$ cat src/rtl/mmc_regs.vh
/*
 * register offsets, field positions, reset values and timing counts for
 * the memory map configuration block.
 * assumes: included by the design file; offsets are host i/o port numbers.
 */
`ifndef MMC_REGS_VH
`define MMC_REGS_VH

// i/o port numbers of the writable registers
`define MMC_PORT_BANK01_BASE  16'h4872
`define MMC_PORT_BANK23_BASE  16'h5072
`define MMC_PORT_SPLIT_BANK   16'h5872
`define MMC_PORT_SHADOW_PROT  16'h6072
`define MMC_PORT_UPPER_BOUND  16'hc072
`define MMC_PORT_DENSITY      16'h3872

// reset values
`define MMC_RST_BASE          16'h0000
`define MMC_RST_SPLIT         16'h0000
`define MMC_RST_SHADOW        16'h0004
`define MMC_RST_BOUND         8'h00
`define MMC_RST_DENSITY       8'h00

// split_bank_ctrl fields
`define MMC_SPL_EN_HI         15
`define MMC_SPL_EN_LO         12
`define MMC_SPL_DRV_HI        11
`define MMC_SPL_DRV_LO        10
`define MMC_SPL_EXT_HI        9
`define MMC_SPL_EXT_LO        8
`define MMC_SPL_DST_HI        7
`define MMC_SPL_DST_LO        2

// shadow_protect_ctrl fields
`define MMC_SHD_DIS_HI        15
`define MMC_SHD_DIS_LO        14
`define MMC_SHD_UPWP          13
`define MMC_SHD_BWP           12
`define MMC_SHD_PINV          11
`define MMC_SHD_PKILL         10
`define MMC_SHD_SEL_HI        9
`define MMC_SHD_SEL_LO        8
`define MMC_SHD_VB_HI         5
`define MMC_SHD_VB_LO         4
`define MMC_SHD_ROM_HI        3
`define MMC_SHD_ROM_LO        2
`define MMC_SHD_PTR_HI        1
`define MMC_SHD_PTR_LO        0
`define MMC_SHD_WMASK         16'hff3f

// chip-select code that names the boot rom
`define MMC_ROM_CS_CODE       5'h00
// chip-select code driven when no decoded device is selected
`define MMC_CS_IDLE           5'h1f

// speed-up hold time in ms and the derived cycle count at 100 mhz
`define MMC_BOOST_MS          1000
`define MMC_CLK_MHZ           100
`define MMC_BOOST_CYC         (`MMC_BOOST_MS * 1000 * `MMC_CLK_MHZ)

`endif

$ cat src/rtl/mmc_memory_map_config.v
/*
 * memory map configuration registers and address decode: bank selects,
 * low-memory relocation, bios shadow and write protect, parity control,
 * boot rom chip select and the pointer-activity speed-up timer.
 * assumes: host i/o cycles arrive as one-cycle write/read strobes on the
 * core clock; memory address and strobe come from logic on the same clock;
 * pointer interrupt lines come from outside and are synchronised here.
 */
// Operation
// - two-bit density picks bank dram organisation
// - base registers hold bank starts A24-A17
// - bank size derived from density setting
// - interleaved group decodes as doubled/quadrupled region
// - bank enable bits; cleared bank never responds
// - drive strength field steers address drivers
// - split extent selects relocated low region
// - split destination bits give A24-A19
// - low memory disable field blanks dram
// - upper protect bit blocks writes above boundary
// - bios protect bit blocks shadow writes
// - parity invert bit inverts stored parity
// - parity kill overrides legacy parity control
// - shadow select picks shadowed bios ranges
// - top-of-space rom never shadowed
// - select 11 maps video shadow at 0c0000
// - video length field sizes video window
// - layout 00 rom select at e/fe ranges
// - layout 10 rom select at f/ff/video
// - pointer interrupt choice triggers one-second boost
// - boundary register holds A24-A17 limit
// - legacy bit disables parity checking
`timescale 1ns/1ps
`include "mmc_regs.vh"

module mmc_memory_map_config #(
  parameter BOOST_CYCLES = `MMC_BOOST_CYC
) (
  input  wire        core_clk_i,
  input  wire        rst_i,
  input  wire [15:0] io_addr_i,
  input  wire [15:0] io_wdata_i,
  input  wire        io_wr_i,
  input  wire        io_rd_i,
  output reg  [15:0] io_rdata_o,
  input  wire        legacy_parity_check_off_i,
  input  wire        auto_speedup_i,
  input  wire [2:0]  pointer_irq_i,
  input  wire [23:0] mem_addr_i,
  input  wire        mem_valid_i,
  input  wire        mem_write_i,
  output reg  [3:0]  bank_sel_o,
  output reg         dram_hit_o,
  output reg  [23:0] dram_addr_o,
  output reg         dram_write_block_o,
  output reg         boot_rom_select_o,
  output reg  [4:0]  chip_sel_code_o,
  output wire [1:0]  address_drive_strength_o,
  output wire        parity_invert_o,
  output wire        parity_check_on_o,
  output reg         speed_boost_o
);

  // configuration storage
  reg [15:0] bank01_base;
  reg [15:0] bank23_base;
  reg [15:0] split_bank_ctrl;
  reg [15:0] shadow_protect_ctrl;
  reg [7:0]  upper_mem_bound;
  reg [7:0]  bank_density_ctrl;

  // register writes
  // writes land at one edge, so the decode sees them from the next cycle
  // split bits 1:0 and shadow bits 7:6 are never stored, so they read back zero
  always @(posedge core_clk_i or posedge rst_i) begin
    if (rst_i) begin
      bank01_base         <= `MMC_RST_BASE;
      bank23_base         <= `MMC_RST_BASE;
      split_bank_ctrl     <= `MMC_RST_SPLIT;
      shadow_protect_ctrl <= `MMC_RST_SHADOW;
      upper_mem_bound     <= `MMC_RST_BOUND;
      bank_density_ctrl   <= `MMC_RST_DENSITY;
    end else if (io_wr_i) begin
      case (io_addr_i)
        `MMC_PORT_BANK01_BASE: bank01_base <= io_wdata_i;
        `MMC_PORT_BANK23_BASE: bank23_base <= io_wdata_i;
        `MMC_PORT_SPLIT_BANK:  split_bank_ctrl <= {io_wdata_i[15:2], 2'b00};
        `MMC_PORT_SHADOW_PROT: shadow_protect_ctrl <= io_wdata_i & `MMC_SHD_WMASK;
        `MMC_PORT_UPPER_BOUND: upper_mem_bound <= io_wdata_i[7:0];
        `MMC_PORT_DENSITY:     bank_density_ctrl <= io_wdata_i[7:0];
        default: ;
      endcase
    end
  end

  // the read answer stands until the next read strobe, not just one cycle
  // register readback, unmapped ports read zero
  always @(posedge core_clk_i or posedge rst_i) begin
    if (rst_i) begin
      io_rdata_o <= 16'h0000;
    end else if (io_rd_i) begin
      case (io_addr_i)
        `MMC_PORT_BANK01_BASE: io_rdata_o <= bank01_base;
        `MMC_PORT_BANK23_BASE: io_rdata_o <= bank23_base;
        `MMC_PORT_SPLIT_BANK:  io_rdata_o <= split_bank_ctrl;
        `MMC_PORT_SHADOW_PROT: io_rdata_o <= shadow_protect_ctrl;
        `MMC_PORT_UPPER_BOUND: io_rdata_o <= {8'h00, upper_mem_bound};
        `MMC_PORT_DENSITY:     io_rdata_o <= {8'h00, bank_density_ctrl};
        default:               io_rdata_o <= 16'h0000;
      endcase
    end
  end

  // field views; the top bit of each A24-A17 field lies above the 24-bit bus
  wire [3:0] bank_on      = split_bank_ctrl[`MMC_SPL_EN_HI:`MMC_SPL_EN_LO];
  wire [1:0] reloc_extent = split_bank_ctrl[`MMC_SPL_EXT_HI:`MMC_SPL_EXT_LO];
  wire [5:0] reloc_dest   = split_bank_ctrl[`MMC_SPL_DST_HI:`MMC_SPL_DST_LO];
  wire [1:0] low_disable  = shadow_protect_ctrl[`MMC_SHD_DIS_HI:`MMC_SHD_DIS_LO];
  wire       upper_wp_on  = shadow_protect_ctrl[`MMC_SHD_UPWP];
  wire       bios_wp_on   = shadow_protect_ctrl[`MMC_SHD_BWP];
  wire [1:0] shadow_sel   = shadow_protect_ctrl[`MMC_SHD_SEL_HI:`MMC_SHD_SEL_LO];
  wire [1:0] video_len    = shadow_protect_ctrl[`MMC_SHD_VB_HI:`MMC_SHD_VB_LO];
  wire [1:0] rom_layout   = shadow_protect_ctrl[`MMC_SHD_ROM_HI:`MMC_SHD_ROM_LO];
  wire [1:0] ptr_ctrl     = shadow_protect_ctrl[`MMC_SHD_PTR_HI:`MMC_SHD_PTR_LO];
  wire [31:0] bank_bases  = {bank23_base, bank01_base};

  // drive strength straight from the register
  assign address_drive_strength_o = split_bank_ctrl[`MMC_SPL_DRV_HI:`MMC_SPL_DRV_LO];
  assign parity_invert_o = shadow_protect_ctrl[`MMC_SHD_PINV];
  // kill bit overrides legacy control
  // the legacy bit comes from logic on this clock, so it needs no synchroniser
  // legacy bit also disables checking
  assign parity_check_on_o = ~shadow_protect_ctrl[`MMC_SHD_PKILL] &
                             ~legacy_parity_check_off_i;

  // address regions in 64k units (A23-A16)
  wire [7:0] seg = mem_addr_i[23:16];
  wire       in_low_1m = (mem_addr_i[23:20] == 4'h0);

  // relocation window end by extent: 0d, 0e or 0f segment
  reg [7:0] reloc_top;
  always @* begin
    case (reloc_extent)
      2'b01:   reloc_top = 8'h0d;
      2'b10:   reloc_top = 8'h0e;
      2'b11:   reloc_top = 8'h0f;
      default: reloc_top = 8'h00;
    endcase
  end
  wire in_reloc_src = (reloc_extent != 2'b00) && in_low_1m &&
                      (seg >= 8'h0a) && (seg <= reloc_top);

  // A24 of the destination falls outside the 24-bit bus and is dropped
  // destination supplies A24-A19, offset kept from 0a0000
  wire [23:0] reloc_off  = mem_addr_i - 24'h0a0000;
  wire [23:0] eff_addr   = in_reloc_src ? {reloc_dest[4:0], 19'h00000} + reloc_off
                                        : mem_addr_i;

  // the window grows in 16k steps upward from 0c0000
  // video window length 16k..64k, A15-A14 at or below the limit
  wire in_video_win = (seg == 8'h0c) && (mem_addr_i[15:14] <= video_len);

  // shadowed bios ranges, video at 0c with select 11
  // top-of-space rom is outside the low 1m and never shadowed
  reg in_shadow;
  always @* begin
    case (shadow_sel)
      2'b01:   in_shadow = (seg == 8'h0f);
      2'b10:   in_shadow = (seg == 8'h0e) || (seg == 8'h0f);
      2'b11:   in_shadow = (seg == 8'h0f) || in_video_win;
      default: in_shadow = 1'b0;
    endcase
  end

  // low memory blanking from 512k/256k/128k up to 640k
  reg [7:0] blank_lo;
  always @* begin
    case (low_disable)
      2'b01:   blank_lo = 8'h08;
      2'b10:   blank_lo = 8'h04;
      2'b11:   blank_lo = 8'h02;
      default: blank_lo = 8'h0a;
    endcase
  end
  wire in_blank = in_low_1m && (seg >= blank_lo) && (seg < 8'h0a);

  // the hole between 640k and 1m answers only when shadowed
  // relocated segments are served through the relocated address instead
  wire in_hole = in_low_1m && (seg >= 8'h0a) && !in_reloc_src && !in_shadow;

  // per-bank decode
  wire [3:0] bank_match;
  genvar b;
  generate
    for (b = 0; b < 4; b = b + 1) begin : g_bank
      wire [1:0] dens = bank_density_ctrl[2*b+1:2*b];
      wire [7:0] start = bank_bases[8*b+7:8*b];
      // a bank pairs with its partner (0/1, 2/3) when both are on with one start
      // interleave widens the region by one or two address bits
      wire [1:0] ilv = (bank_on[b] && bank_on[b^1] && bank_bases[8*(b^1)+7:8*(b^1)] == start)
                       ? ((bank_on == 4'hf && bank_bases[7:0] == bank_bases[15:8] &&
                           bank_bases[15:8] == bank_bases[23:16] &&
                           bank_bases[23:16] == bank_bases[31:24]) ? 2'd2 : 2'd1)
                       : 2'd0;
      // size in 128k units: 1, 4, 16, 64
      wire [4:0] lg = {2'b00, dens, 1'b0} + {3'b000, ilv};
      wire [8:0] span = 9'h001 << lg;
      wire [8:0] a17  = {1'b0, eff_addr[23:17]};
      wire [8:0] s17  = {1'b0, start};
      assign bank_match[b] = bank_on[b] && (a17 >= s17) && (a17 < s17 + span);
    end
  endgenerate

  // lowest-numbered matching bank wins on overlap
  // overlaps come from interleaved partners and from bad programming; fixed priority keeps one select
  reg [3:0] bank_pick;
  always @* begin
    casez (bank_match)
      4'b???1: bank_pick = 4'b0001;
      4'b??10: bank_pick = 4'b0010;
      4'b?100: bank_pick = 4'b0100;
      4'b1000: bank_pick = 4'b1000;
      default: bank_pick = 4'b0000;
    endcase
  end

  // boundary holds A24-A17; region above is upper memory
  // the address has no A24, so a zero stands in for it at the top
  wire above_bound = ({1'b0, mem_addr_i[23:17]} > upper_mem_bound);

  // layout 00 rom ranges, layout 10 rom ranges
  reg rom_hit;
  always @* begin
    case (rom_layout)
      2'b00:   rom_hit = (seg == 8'h0e) || (seg == 8'h0f) ||
                         (seg == 8'hfe) || (seg == 8'hff);
      2'b10:   rom_hit = (seg == 8'h0f) || (seg == 8'hff) || in_video_win;
      default: rom_hit = (seg == 8'h0f) || (seg == 8'hff);
    endcase
  end

  // registered memory decode outputs
  // selects drop in idle cycles so a stale select never lingers
  always @(posedge core_clk_i or posedge rst_i) begin
    if (rst_i) begin
      bank_sel_o         <= 4'h0;
      dram_hit_o         <= 1'b0;
      dram_addr_o        <= 24'h000000;
      dram_write_block_o <= 1'b0;
      boot_rom_select_o  <= 1'b0;
      chip_sel_code_o    <= `MMC_CS_IDLE;
    end else if (mem_valid_i) begin
      // blanked low range and unshadowed hole give no bank
      if (in_blank || in_hole) begin
        bank_sel_o <= 4'h0;
        dram_hit_o <= 1'b0;
      end else begin
        bank_sel_o <= bank_pick;
        dram_hit_o <= |bank_match;
      end
      dram_addr_o <= eff_addr;
      dram_write_block_o <= mem_write_i &&
                            ((upper_wp_on && above_bound) || (bios_wp_on && in_shadow));
      // shadowed reads come from dram, so the rom stays quiet there
      boot_rom_select_o <= rom_hit && !(in_shadow && !mem_write_i);
      // rom select drives chip-select code 00
      chip_sel_code_o <= (rom_hit && !(in_shadow && !mem_write_i)) ? `MMC_ROM_CS_CODE
                                                                     : `MMC_CS_IDLE;
    end else begin
      bank_sel_o         <= 4'h0;
      dram_hit_o         <= 1'b0;
      dram_write_block_o <= 1'b0;
      boot_rom_select_o  <= 1'b0;
      chip_sel_code_o    <= `MMC_CS_IDLE;
    end
  end

  // pointer interrupt synchroniser: three stages, change counts when 2 and 3 agree
  // only the second stage reads the first, so metastability stays contained
  reg [2:0] irq_s1;
  reg [2:0] irq_s2;
  reg [2:0] irq_s3;
  reg [2:0] irq_q;
  always @(posedge core_clk_i or posedge rst_i) begin
    if (rst_i) begin
      irq_s1 <= 3'h0;
      irq_s2 <= 3'h0;
      irq_s3 <= 3'h0;
      irq_q  <= 3'h0;
    end else begin
      irq_s1 <= pointer_irq_i;
      irq_s2 <= irq_s1;
      irq_s3 <= irq_s2;
      irq_q  <= (irq_s2 & irq_s3) | (irq_q & (irq_s2 | irq_s3));
    end
  end

  // limitation: selecting a line that is already high counts as one edge
  // pick the selected pointer interrupt: 01 int12, 10 int4, 11 int3
  reg ptr_level;
  always @* begin
    case (ptr_ctrl)
      2'b01:   ptr_level = irq_q[0];
      2'b10:   ptr_level = irq_q[1];
      2'b11:   ptr_level = irq_q[2];
      default: ptr_level = 1'b0;
    endcase
  end

  reg        ptr_prev;
  reg [31:0] boost_cnt;
  wire       ptr_rise = ptr_level & ~ptr_prev;

  // the count runs on the core clock, so BOOST_CYCLES must match its rate
  // speed_boost_o stands for exactly BOOST_CYCLES cycles after the edge
  // one-second boost, retriggered by each new activity edge
  always @(posedge core_clk_i or posedge rst_i) begin
    if (rst_i) begin
      ptr_prev      <= 1'b0;
      boost_cnt     <= 32'h00000000;
      speed_boost_o <= 1'b0;
    end else begin
      ptr_prev <= ptr_level;
      if (ptr_rise && auto_speedup_i) begin
        boost_cnt     <= BOOST_CYCLES[31:0] - 32'h00000001;
        speed_boost_o <= 1'b1;
      end else if (boost_cnt != 32'h00000000) begin
        boost_cnt <= boost_cnt - 32'h00000001;
      end else begin
        speed_boost_o <= 1'b0;
      end
    end
  end

endmodule

$ cat config.mk
export PLATFORM = sky130hd
export DESIGN_NAME = mmc_memory_map_config
export DESIGN_NICKNAME = d
export VERILOG_FILES = /design/src/rtl/mmc_memory_map_config.v
export VERILOG_INCLUDE_DIRS = /design/src /design/src/rtl
export SDC_FILE = /design/constraint.sdc
export NUM_CORES = 1
export LEC_CHECK = 0
export CORE_UTILIZATION = 46
export DETAILED_ROUTE_END_ITERATION = 12
export DONT_BUFFER_PORTS = 1
export SETUP_SLACK_MARGIN = 0.05
export SLEW_MARGIN = 20
export SYNTH_ARGS = -nofsm -noshare
export SYNTH_HDL_FRONTEND = slang
export SYNTH_SLANG_ARGS = --single-unit
$ cat constraint.sdc
create_clock -name core_clk_i -period 6.4 [get_ports core_clk_i]
set_clock_uncertainty 0.15 [all_clocks]
set_input_delay 0 -clock core_clk_i [delete_from_list [all_inputs] [get_ports core_clk_i]]
set_output_delay 0 -clock core_clk_i [all_outputs]
set_load 0.005 [all_outputs]
==> summary.md <==
| Metric | Value |
|---|---|
| Die area | 25200 sq um |
| # resized after CTS | 0 |
| Clk sinks | 170 |
| Dpl hpwl | 23400 microns |
| TNS Setup | 0 ps |
| DR DRC count | 0 |
| # setup viols final | 0 |
| Grt ovf | 0 |
| Clock root buffer | clkbuf_16 |
| Initial antenna violation count | 0 |
| Placer Congestion | 0.886 |
| Fin. max-slew vios | 0 |
| Antenna Nets Post-Route | 0 |
| # IOs | 124 |
| Final Cycle Share | 0.840 |
| Clk pin slew, worst setup/hold paths | 80 ps |
| Final #Nets | 1407 |
| Worst skew pair latency | 450 ps |
| FF-to-FF End | dram_hit_o |
| Unique masters post-synth | 68 |
| Req. time, crit path | 6600 ps |
| Htree depth | 4 |
| Setup slack after layout | 1030 ps |
| Syn. warnings | 0 |
| Hold slack | -3.27 ps |
| Min-Delay Path Class | primary input to asynchronous set/reset pin |
| Compound-gate portion of the synthesized area | 0.118 |
| Main combinational cell family by area after synthesis | simple AND/OR/NAND/NOR gates |
| Cell with the most instances after synthesis | dfrtp_1 |
| Worst VDD drop | 128 uV |
| Post-synth ARST share | 1.00 |
| Worst reg2reg setup slack | 1030 ps |
| First-pass GRT wire length | 50700 microns |
| CP Class | flip-flop to flip-flop |
| Mux share of post-synthesis cell area | 0.0903 |
| DR pass1 iterations | 6 |
| CTS tree | yes |
| Arrival time at the worst endpoint | 5570 ps |
| CTS Buf Count | 17 |
| Via/cell ratio | 5.73 |
| Drt wl/cell | 21.1 microns |
| Synthesis-stage register bit count | 170 |
| Fillers | 2141 |
| Detailed Route WL | 32800 microns |
| CP max-delay cell | or4_1 |
| Number of global-route vias before repair | 8993 |
| Fin crit period | 5370 ps |
| Initial Utilization | 0.475 |
| Headroom to the max-slew limit | 0.265 |
| Slowest cell delay on critical path | 600 ps |
| Total power draw | 0.00245 W |
| Status | finished with violations |
| Vias | 8887 |
| Most frequent CP cell | nor2_1 |
| Critical Path Source Type | flip-flop |
| Pre-CTS setup slack | 1060 ps |
| Avg Inst Size Synth | 9.84 sq um |
| Share of cells above drive strength 1 | 0.123 |
| Die height | 159 microns |
| Crit-path cells | xor2_1, nor4_1, and3_1, inv_1, nor3_1, ha_1, or4_1, inv_1, ha_1, a21oi_1, nor2b_1, nor3_1, nor2_1, nor2_1, xor2_1, ha_1, o21ai_0, a21oi_1, nor2_1, o21ai_0, a31oi_1, nor2_1, a31oi_1 |
| Largest net degree at the start of global routing | 82 |
| Synth Area in Adders | 0.141 |
| Worst Path Max Fanout | 9 |
| DRT iter0 DRCs | 620 |
| Total Routing Usage GR | 0.273 |
| Reg2Reg Depth | 23 |
| Number of synthesized flops with an enable pin | 0 |
| Inserted Diodes | 0 |
| Final hold viol count | 1 |
| Top FF cell, synth | dfrtp_1 |
| Area leader, netlist | dfrtp_1 |
| Layout area overhead | 15.4% |
| Top cells by count, synth | dfrtp_1 (168), ha_1 (117), nand2_1 (92) |
| Max Buffers Root-to-Sink | 2 |
| Top cell type's share of synthesized area | 0.373 |
| Buffers on Ports | 0 |
| Max cap viols | 0 |
| Largest cells by area after synthesis | dfrtp_1 (37%), ha_1 (13%), mux2_2 (8.6%) |
| R2R Path Start | bank23_base[5] |
| Core box area | 23800 sq um |
| Pleak | 5.73 nW |
| F_max | 186 MHz |
| XOR/XNOR Fraction of Synth Area | 0.0621 |
| PwrDens | 188 nW/um^2 |
| Unrepaired setup endpoints after global routing | false |
| Sequential area share after synthesis | 0.377 |
| Core Util, Final | 0.548 |
| Cell count after synthesis | 1147 |
| Rows | 56 |
| Failing checks | hold timing |
| Synth Area in Simple Gates | 0.167 |
| Post-CTS Setup Inserts | 0 |
| Netlist Area Pre-Place | 11300 sq um |
| Setup crit end kind | flip-flop |
| Mapped Nets | 1336 |
| Die W | 159 microns |
| Actual transition at the worst max-transition pin | 1090 ps |
## what timing repair did
action | 4_1_cts | 5_1_grt
hold endpoints to repair | 220 | 0
hold buffers | 78 | 0
setup endpoints to repair | 0 | 0
## layout make-up
class / count / area (sq um) / area share
Inverter: 90 / 343 / 0.0263
Timing Repair Buffer: 87 / 858 / 0.0659
Tap cell: 319 / 399 / 0.0307
Sequential cell: 170 / 4260 / 0.327
Clock buffer: 17 / 425 / 0.0327
Multi-Input combinational cell: 852 / 6540 / 0.502
Clock inverter: 15 / 201 / 0.0155
## how the worst max path moves through the flow
stage                        start  depth (start not counted)        endpoint  slack (ps)
finish              bank23_base[5]                         23      dram_hit_o        1030
global route        bank23_base[5]                         23      dram_hit_o         520
CTS                 bank23_base[5]                         23      dram_hit_o        1030
detailed placement  bank23_base[5]                         23      dram_hit_o        1060
global placement    bank23_base[5]                         23      dram_hit_o        1160
floorplan                    rst_i                          1  bank01_base[0]        1650
## per-stage QoR
stage	cell area [sq um]	instances
floorplan	11300	1147
global placement	11600	1440
detailed placement	11600	1440
CTS	13000	1550
global route	13000	1550
finish	13000	1550
## routing by layer
| metal | global-route usage | vias up | share of wire | routed length [microns] |
|---|---|---|---|---|
| li1 | - | 4246 | - | - |
| met1 | 0.346 | 4302 | 0.44 | 14300 |
| met3 | 0.0561 | 69 | 0.056 | 1840 |
| met5 | 0 | - | 0 | 0 |
| met4 | 0.125 | 0 | 0.041 | 1340 |
| met2 | 0.445 | 270 | 0.47 | 15300 |
## critical path, delay by kind of cell (launching register included)
family / cells / cell delay, ps
buf+inv: 2 / 210
flops: 1 / 480
simple gates: 10 / 2280
compound gates: 6 / 980
xor+xnor: 2 / 370
fa+ha+maj: 3 / 810
## cells by family (layout without fill, tap and decap cells)
logic type / Yosys count / after routing
AOI/OAI and AO/OA: 206 / 206
buffers and inverters: 125 / 209
muxes: 91 / 91
DFF: 170 / 170
xor gates and xnor gates: 80 / 80
and+or+nand+nor: 350 / 350
adders and majority gates: 125 / 125
## flip-flops by register name, summed over array words and instances, names as in the netlist
name,flops
bank01_base,16
bank23_base,16
bank_density_ctrl,8
bank_sel_o,4
boost_cnt,32
boot_rom_select_o,1
chip_sel_code_o,1
dram_addr_o,24
dram_hit_o,1
dram_write_block_o,1
io_rdata_o,16
irq_q,3
irq_s1,3
irq_s2,3
irq_s3,3
ptr_prev,1
shadow_protect_ctrl,14
speed_boost_o,1
split_bank_ctrl,14
upper_mem_bound,8
## power breakdown
part / internal [W] / leakage [nW] / switching [W]
combinational: 0.0000962 / 3.39 / 0.000115
clock: 0.000545 / 0.304 / 0.000554
sequential: 0.00111 / 2.04 / 0.0000292
total: 0.00175 / 5.73 / 0.000699
## placed cells by master, fill, tap and decap left out, types with 7 or more instances in the layout
master         Yosys  layout
a21o_1            11      11
a21oi_1           45      45
o22ai_1           13      13
buf_4              6       9
a222oi_1          14      14
o21ai_0           62      62
xor2_1            40      40
nand4_1            9       9
inv_1             90      89
nand3_1           10      10
nor2_1            80      80
nor2b_1           21      21
nor3_1            30      30
nand2b_1          20      20
o2111ai_1          7       7
nor4_1            11      10
and3_1            17      17
nand2_1           92      92
dfrtp_1          168     168
clkbuf_16          0      17
dlygate4sd3_1      0      77
a31oi_1           11      11
ha_1             117     117
mux2_2            86      86
xnor2_1           40      40
(Power assumes the default switching activity.)
